`config.mk`:
```
export PLATFORM = sky130hd
export DESIGN_NAME = ppmux_top
export DESIGN_NICKNAME = d
export VERILOG_FILES = /design/src/rtl/ppmux_pkg.sv /design/src/rtl/ppmux_sync2.sv /design/src/rtl/ppmux_top.sv
export SDC_FILE = /design/constraint.sdc
export NUM_CORES = 1
export LEC_CHECK = 0
export ABC_AREA = 1
export BUFFER_PORTS_ARGS = -buffer_cell sky130_fd_sc_hd__buf_2
export CELL_PAD_IN_SITES_DETAIL_PLACEMENT = 0
export CELL_PAD_IN_SITES_GLOBAL_PLACEMENT = 1
export CORE_ASPECT_RATIO = 1.5
export CORE_MARGIN = 10
export CORE_UTILIZATION = 32
export DETAILED_ROUTE_END_ITERATION = 6
export GPL_ROUTABILITY_DRIVEN = 0
export PLACE_DENSITY = 0.78
export SYNTH_ARGS = -nofsm -noshare
export SYNTH_HDL_FRONTEND = slang
export SYNTH_SLANG_ARGS = --single-unit
```
`constraint.sdc`:
```
create_clock -name clk -period 2 [get_ports clk]
set_clock_uncertainty 0.05 [all_clocks]
set_input_delay 0.2 -clock clk [delete_from_list [all_inputs] [get_ports clk]]
set_output_delay 0.2 -clock clk [all_outputs]
set_load 0.01 [all_outputs]
```
`src/rtl/ppmux_pkg.sv`:
```
// Package: constants and types for the parallel port pin mux
package ppmux_pkg;

  // Bus function select encodings
  typedef enum logic [1:0] {
    PPMUX_MODE_DATA_MEM = 2'h0,
    PPMUX_MODE_FULL_MEM = 2'h1,
    PPMUX_MODE_HOST     = 2'h2,
    PPMUX_MODE_HOST_MUX = 2'h3
  } ppmux_mode_t;

  // Number of shared terminals, C4 to C10
  localparam int unsigned PPMUX_NUM_PINS = 7;

  // Terminal positions in the pin vectors
  localparam int unsigned PPMUX_PIN_C4  = 0;
  localparam int unsigned PPMUX_PIN_C5  = 1;
  localparam int unsigned PPMUX_PIN_C6  = 2;
  localparam int unsigned PPMUX_PIN_C7  = 3;
  localparam int unsigned PPMUX_PIN_C8  = 4;
  localparam int unsigned PPMUX_PIN_C9  = 5;
  localparam int unsigned PPMUX_PIN_C10 = 6;

  // Host register selections decoded from the two select inputs
  typedef enum logic [1:0] {
    PPMUX_HREG_CTRL    = 2'h0,
    PPMUX_HREG_DATA_AI = 2'h1,
    PPMUX_HREG_ADDR    = 2'h2,
    PPMUX_HREG_DATA    = 2'h3
  } ppmux_hreg_t;

  // Values after reset
  localparam logic [15:0] PPMUX_HADDR_RST   = 16'h0000;
  localparam logic [6:0]  PPMUX_PINS_RST    = 7'h7F;
  localparam logic [6:0]  PPMUX_OE_RST      = 7'h00;
  localparam logic [1:0]  PPMUX_BYTE_ID_RST = 2'h3;

endpackage : ppmux_pkg

```
`src/rtl/ppmux_sync2.sv`:
```
// Two-stage synchroniser for a vector of pin inputs
`timescale 1ns/1ps
`default_nettype none

module ppmux_sync2 #(
  parameter int unsigned WIDTH = 1
) (
  // Clock
  input  wire logic             clk,
  // Data
  input  wire logic [WIDTH-1:0] async_in,
  output logic      [WIDTH-1:0] sync_out
);

  typedef struct packed {
    logic [WIDTH-1:0] meta;
    logic [WIDTH-1:0] sync;
  } ppmux_sync_t;

  ppmux_sync_t s_q;
  ppmux_sync_t s_d;

  always_comb begin
    s_d      = s_q;
    s_d.meta = async_in;
    s_d.sync = s_q.meta;
  end

  // No reset: the stages keep sampling while the block is held in reset
  always_ff @(posedge clk) begin
    s_q <= s_d;
  end

  assign sync_out = s_q.sync;

endmodule // ppmux_sync2

`default_nettype wire

```
`src/rtl/ppmux_top.sv`:
```
// Pin mux for parallel port terminals C4 to C10
// How it works
// - C4 is memory space 0 select in modes 00/01 and general-purpose bit nine in 10/11.
// - C5 is memory space 1 select in modes 00/01 and general-purpose bit ten in 10/11.
// - C6 is memory space 2 select in modes 00/01 and host register select 0 in 10/11.
// - In mode 11 the host drives both register selects together and the device decodes the pair.
// - C7 is memory space 3 select in modes 00/01 and general-purpose bit eleven in mode 10.
// - C7 is host register select 1 only in mode 11.
// - C8 is memory byte enable 0 in modes 00/01, otherwise host byte id 0 input.
// - C9 is memory byte enable 1 in modes 00/01, otherwise host byte id 1 input.
// - In host modes the byte id 0 input (C8) alone tells first from second byte for placement.
// - C10 is the SDRAM row strobe in modes 00/01 and general-purpose bit twelve in mode 10.
// - In mode 11 C10 is the host address strobe whose assertion latches the address.
// - At reset the boot strap selects memory outputs (1) or host/general inputs (0).
// - All memory selects, byte enables and row strobe are active-low and can float.
// - Mode 01 is full memory mode with the address bus driven by the memory controller.
// - Mode 11 is multiplexed host mode with the upper address pins under general-purpose control.
// - Mode 00 is data-only memory mode with the upper address pins general-purpose.
`timescale 1ns/1ps
`default_nettype none

module ppmux_top (
  // Clock and reset
  input  wire logic        clk,
  input  wire logic        sys_rst,
  // Boot strap and bus function select
  input  wire logic        boot_strap_pin,
  input  wire logic [1:0]  bus_func_sel,
  input  wire logic        bus_func_sel_we,
  // Memory controller side
  input  wire logic        mem_space0_select_n,
  input  wire logic        mem_space1_select_n,
  input  wire logic        mem_space2_select_n,
  input  wire logic        mem_space3_select_n,
  input  wire logic        mem_byte_en0_n,
  input  wire logic        mem_byte_en1_n,
  input  wire logic        sdram_row_strobe_n,
  input  wire logic        ext_mem_ctrl_drive_en,
  // General-purpose register bits nine to twelve
  input  wire logic [3:0]  gp_dir,
  input  wire logic [3:0]  gp_out,
  output logic      [3:0]  gp_in,
  // Host port side
  input  wire logic [15:0] host_data_in,
  output logic      [1:0]  host_reg_sel,
  output logic             host_reg_sel_valid,
  output logic      [1:0]  host_byte_id_n,
  output logic             host_byte_first,
  output logic      [15:0] host_address_reg,
  output logic             host_address_strobe,
  // Mode status
  output logic      [1:0]  bus_mode,
  output logic             upper_addr_gp,
  output logic             addr_bus_by_mem,
  // Terminals C4 to C10
  input  wire logic [6:0]  pin_in,
  output logic      [6:0]  pin_out,
  output logic      [6:0]  pin_oe
);

  typedef struct packed {
    ppmux_pkg::ppmux_mode_t mode;
    logic                   strap_taken;
    logic                   has_prev;
    logic [6:0]             pout;
    logic [6:0]             poe;
    logic [3:0]             gp_in;
    logic [1:0]             hsel;
    logic                   hsel_valid;
    logic [1:0]             hbid;
    logic                   hfirst;
    logic [15:0]            haddr;
    logic                   hstrobe;
    logic                   upper_gp;
    logic                   addr_mem;
  } ppmux_state_t;

  ppmux_state_t s_q;
  ppmux_state_t s_d;
  logic [6:0]   pin_sync;
  logic [15:0]  data_sync;
  logic         strap_sync;

  localparam int unsigned PPMUX_W = 24;

  // Synchroniser runs through reset so the strap is settled at release
  ppmux_sync2 #(.WIDTH(PPMUX_W)) u_sync (
    .clk      (clk),
    .async_in ({boot_strap_pin, host_data_in, pin_in}),
    .sync_out ({strap_sync, data_sync, pin_sync})
  );

  always_comb begin
    logic mem_mode;
    logic host_mode;
    logic mux_mode;
    mem_mode  = 1'b0;
    host_mode = 1'b0;
    mux_mode  = 1'b0;
    s_d       = s_q;
    // Boot strap picks the first mode once after reset
    // strap sets mode
    if (!s_q.strap_taken) begin
      s_d.strap_taken = 1'b1;
      s_d.mode = strap_sync ? ppmux_pkg::PPMUX_MODE_FULL_MEM : ppmux_pkg::PPMUX_MODE_HOST;
    end else if (bus_func_sel_we) begin
      s_d.mode = ppmux_pkg::ppmux_mode_t'(bus_func_sel);
    end
    unique case (s_d.mode)
      ppmux_pkg::PPMUX_MODE_DATA_MEM: begin
        mem_mode     = 1'b1;
        mux_mode     = 1'b0;
        s_d.addr_mem = 1'b0;
        s_d.upper_gp = 1'b1;
      end
      ppmux_pkg::PPMUX_MODE_FULL_MEM: begin
        mem_mode     = 1'b1;
        mux_mode     = 1'b0;
        s_d.addr_mem = 1'b1;
        s_d.upper_gp = 1'b0;
      end
      ppmux_pkg::PPMUX_MODE_HOST: begin
        // Plain host mode, address pins stay with the host
        mem_mode     = 1'b0;
        mux_mode     = 1'b0;
        s_d.addr_mem = 1'b0;
        s_d.upper_gp = 1'b0;
      end
      ppmux_pkg::PPMUX_MODE_HOST_MUX: begin
        mem_mode     = 1'b0;
        mux_mode     = 1'b1;
        s_d.addr_mem = 1'b0;
        s_d.upper_gp = 1'b1;
      end
    endcase
    host_mode = !mem_mode;
    // Idle level, pins released unless a function drives them
    s_d.pout = ppmux_pkg::PPMUX_PINS_RST;
    s_d.poe  = ppmux_pkg::PPMUX_OE_RST;
    if (mem_mode) begin
      s_d.pout[ppmux_pkg::PPMUX_PIN_C4] = mem_space0_select_n;
      s_d.pout[ppmux_pkg::PPMUX_PIN_C5] = mem_space1_select_n;
      s_d.pout[ppmux_pkg::PPMUX_PIN_C6] = mem_space2_select_n;
      s_d.pout[ppmux_pkg::PPMUX_PIN_C7] = mem_space3_select_n;
      s_d.pout[ppmux_pkg::PPMUX_PIN_C8] = mem_byte_en0_n;
      s_d.pout[ppmux_pkg::PPMUX_PIN_C9] = mem_byte_en1_n;
      s_d.pout[ppmux_pkg::PPMUX_PIN_C10] = sdram_row_strobe_n;
      s_d.poe = {7{ext_mem_ctrl_drive_en}};
    end else begin
      s_d.pout[ppmux_pkg::PPMUX_PIN_C4] = gp_out[0];
      s_d.poe[ppmux_pkg::PPMUX_PIN_C4]  = gp_dir[0];
      s_d.pout[ppmux_pkg::PPMUX_PIN_C5] = gp_out[1];
      s_d.poe[ppmux_pkg::PPMUX_PIN_C5]  = gp_dir[1];
      if (!mux_mode) begin
        // bits eleven and twelve only in mode 10
        s_d.pout[ppmux_pkg::PPMUX_PIN_C7]  = gp_out[2];
        s_d.poe[ppmux_pkg::PPMUX_PIN_C7]   = gp_dir[2];
        s_d.pout[ppmux_pkg::PPMUX_PIN_C10] = gp_out[3];
        s_d.poe[ppmux_pkg::PPMUX_PIN_C10]  = gp_dir[3];
      end
    end
    // General-purpose input levels
    s_d.gp_in = {pin_sync[ppmux_pkg::PPMUX_PIN_C10],
                 pin_sync[ppmux_pkg::PPMUX_PIN_C7],
                 pin_sync[ppmux_pkg::PPMUX_PIN_C5],
                 pin_sync[ppmux_pkg::PPMUX_PIN_C4]};
    s_d.hsel       = {mux_mode ? pin_sync[ppmux_pkg::PPMUX_PIN_C7] : 1'b0,
                      pin_sync[ppmux_pkg::PPMUX_PIN_C6]};
    s_d.hsel_valid = host_mode;
    s_d.hbid   = host_mode ? {pin_sync[ppmux_pkg::PPMUX_PIN_C9], pin_sync[ppmux_pkg::PPMUX_PIN_C8]}
                           : ppmux_pkg::PPMUX_BYTE_ID_RST;
    s_d.hfirst = host_mode && !pin_sync[ppmux_pkg::PPMUX_PIN_C8];
    // address strobe latches address on falling edge
    // Follows the pin in every mode, so entering mode 11 with the pin low is no edge
    s_d.has_prev = pin_sync[ppmux_pkg::PPMUX_PIN_C10];
    s_d.hstrobe  = mux_mode && s_q.has_prev && !pin_sync[ppmux_pkg::PPMUX_PIN_C10];
    if (s_d.hstrobe) begin
      s_d.haddr = data_sync;
    end
  end

  always_ff @(posedge clk) begin
    if (sys_rst) begin
      s_q          <= '0;
      s_q.mode     <= ppmux_pkg::PPMUX_MODE_HOST;
      s_q.has_prev <= 1'b1;
      s_q.pout     <= ppmux_pkg::PPMUX_PINS_RST;
      s_q.poe      <= ppmux_pkg::PPMUX_OE_RST;
      s_q.hbid     <= ppmux_pkg::PPMUX_BYTE_ID_RST;
      s_q.haddr    <= ppmux_pkg::PPMUX_HADDR_RST;
    end else begin
      s_q <= s_d;
    end
  end

  assign pin_out             = s_q.pout;
  assign pin_oe              = s_q.poe;
  assign gp_in               = s_q.gp_in;
  assign host_reg_sel        = s_q.hsel;
  assign host_reg_sel_valid  = s_q.hsel_valid;
  assign host_byte_id_n      = s_q.hbid;
  assign host_byte_first     = s_q.hfirst;
  assign host_address_reg    = s_q.haddr;
  assign host_address_strobe = s_q.hstrobe;
  assign bus_mode            = s_q.mode;
  assign upper_addr_gp       = s_q.upper_gp;
  assign addr_bus_by_mem     = s_q.addr_mem;

endmodule // ppmux_top

`default_nettype wire

```
==> impl_metrics.json <==
{
  "r2r_slack_ps": 310,
  "avgSynthCellArea_um2": 10.6,
  "crit_top_cell": "inv_1",
  "grt_max_degree": 20,
  "holdCritStartpoint": "gp_dir[0]",
  "leakagePower_nw": 1.72,
  "diodes": 0,
  "postSynthCellCount": 265,
  "rsz0062_at_grt": "false",
  "die_y_um": 135,
  "num_io_pins": 90,
  "wirelength_um": 5990,
  "ys_seq_area_frac": 0.661,
  "p_per_area_nw_per_um2": 1090,
  "drtIter0Drc": 69,
  "cp_slowest_stage_delay_ps": 320,
  "setup_viol": 0,
  "finalHoldViolations": 0,
  "synth-simple-area-share": 0.140,
  "cp_max_fo": 7,
  "pre_cts_ws_ps": 290,
  "vias": 1876,
  "arrival_ps": 1870,
  "synth_nets": 313,
  "rows": 41,
  "cts_sinks": 93,
  "cp_cell_sequence": "nor2_1 > inv_1 > nand2_1 > inv_1 > ha_1 > buf_4 > nor2_4 > nand2_2 > or2_1",
  "end_kind": "flip-flop",
  "die_area_um2": 13000,
  "ys_ff_latch": 93,
  "min_period_ps": 1690,
  "ys_types": 16,
  "cts_setup_buffers": 0,
  "dieWidth_um": 96.6,
  "maxSlewHeadroom": 0.748,
  "yosysWarnings": 0,
  "reg2reg_from": "s_q[44]",
  "synthAdderAreaFrac": 0.0133,
  "synth_area_leader_cell": "dfxtp_1",
  "start_util": 0.331,
  "tightest_slew_ps": 377,
  "antenna_found_initial": 0,
  "cts_tree": "done",
  "timing.rr.end": "pin_out[5]",
  "crit_path_start_kind": "flip-flop",
  "hpwl_um": 4510,
  "synth_xor_area_frac": 0,
  "hp-class": "input port to flip-flop",
  "power_mw": 3.99,
  "setup_tns_ps": 0,
  "ff2ff_path_depth": 9,
  "path_delay_family": "simple AND/OR/NAND/NOR gates",
  "critPathLaunch": "s_q[44]",
  "drive_above_1_share": 0.325,
  "crit_type": "flip-flop to flip-flop",
  "n_fill_cell": 844,
  "grt_pass1_wl_um": 9540,
  "clkLatencyLatePin_ps": 340,
  "htree_levels": 3,
  "portBuffers": 89,
  "required_ps": 2180,
  "dr.pass1.iters": 5,
  "critical_path_depth": 9,
  "grt_overflow_total": 0,
  "drc_errors": 0,
  "grt_pass1_vias": 1958,
  "core_area_um2": 8520,
  "detail-route-antenna-nets": 0,
  "post_drt_wl_per_cell_um": 13.0,
  "cts_made_buffers": 9,
  "viasPerCell": 4.07,
  "crit_path_end": "pin_out[5]",
  "final_nets": 397,
  "drv_slew": 0,
  "grt_usage": 0.0931,
  "cts_max_path_buffers": 2,
  "worst_path_max_delay_cell": "dfxtp_1",
  "drv_cap": 0,
  "setup_ws_ps": 309,
  "synth.area.top_cells": "dfxtp_1, buf_4, nand2_1",
  "synth_top_area_share": 0.661,
  "cts.clk_slew.worst_paths_ps": 60,
  "syn_to_final_growth_pct": 30.0,
  "synthMuxAreaShare": 0,
  "crit_buf_inv": 3,
  "synth_compound_area_frac": 0.0320,
  "cts-root-buf": "clkbuf_16",
  "synth_top_family_by_area": "buffers and inverters",
  "ir_drop_v": 0.000437,
  "fmax_ghz": 0.591,
  "status": "complete, no violations",
  "post-route-period-util": 0.846,
  "syn_area_um2": 2820
}
layer usage:
metal	vias to the layer above	share of wire	track usage
met2	56	0.55	0.171
met4	0	0.036	0.0658
li1	967	-	-
met5	-	0	0
met1	837	0.35	0.0785
met3	16	0.070	0.0398
where the power goes:
group          internal [mW]  switching (mW)  total, mW
Clock                   1.01           0.686       1.70
Sequential              1.96          0.0282       1.99
Combinational          0.147           0.162      0.309
layout make-up:
class	instances	area, um2	area share
Multi-Input combinational cell	104	522	0.142
Inverter	19	71.3	0.0195
Tap cell	107	134	0.0365
Clock inverter	6	70.1	0.0191
Sequential cell	93	1860	0.508
Clock buffer	10	239	0.0652
Timing Repair Buffer	122	766	0.209
repair_timing:
| action | CTS | global route |
|---|---|---|
| hold endpoints to repair | 29 | 0 |
| resized for setup | 0 | 0 |
| hold buffers | 29 | 0 |
how the worst min path moves through the flow:
stage | cells after the start | slack [ps] | end
finish | 3 | 20 | pin_oe[0]
global route | 3 | 30 | pin_out[6]
CTS | 3 | 2 | pin_oe[0]
detailed placement | 1 | 250 | u_sync.s_d[15]
global placement | 1 | 250 | u_sync.s_d[19]
floorplan | 0 | 180 | u_sync.s_d[0]
layout by cell type (no fill, tap or decap), types with 2 or more instances in the layout:
cell type	Yosys	layout
buf_2	5	89
inv_1	17	17
nand3_1	7	7
nor2_4	2	2
inv_2	2	2
buf_4	42	4
inv_6	0	2
ha_1	3	3
or2_1	4	4
clkbuf_16	0	9
a21oi_1	18	18
clkinv_4	0	2
dfxtp_1	93	93
nand4_1	16	16
nor2_1	18	18
dlygate4sd3_1	0	29
nand2_1	34	34
worst reg2reg max path: stages, from the launching register on:
cell     delay [ps]
dfxtp_1         320
nor2_1          100
inv_1            60
nand2_1         100
inv_1            60
ha_1            250
buf_4           190
nor2_4          150
nand2_2          90
or2_1           210
cell usage after synthesis:
cell type	count
a21oi_1	18
buf_2	5
buf_4	42
buf_6	2
dfxtp_1	93
ha_1	3
inv_1	17
inv_2	2
nand2_1	34
nand2_2	1
nand3_1	7
nand3_2	1
nand4_1	16
nor2_1	18
nor2_4	2
or2_1	4
through the flow:
step	std cells	hold WS, ps	util	area [um2]
final	461	17.3	0.430	3660
after global routing	461	35.0	0.430	3660
after CTS	461	2.43	0.430	3660
after detailed placement	416	254	0.360	3060
after floorplan	265	178	-	2820
after global placement	416	252	0.360	3060
logic make-up (layout without fill, tap and decap cells):
family | after synthesis | count (layout)
AOI/OAI and AO/OA | 18 | 18
adders and majority gates | 3 | 3
buffers and inverters | 68 | 157
DFF | 93 | 93
and+or+nand+nor | 83 | 83
(Power assumes the default switching activity.)
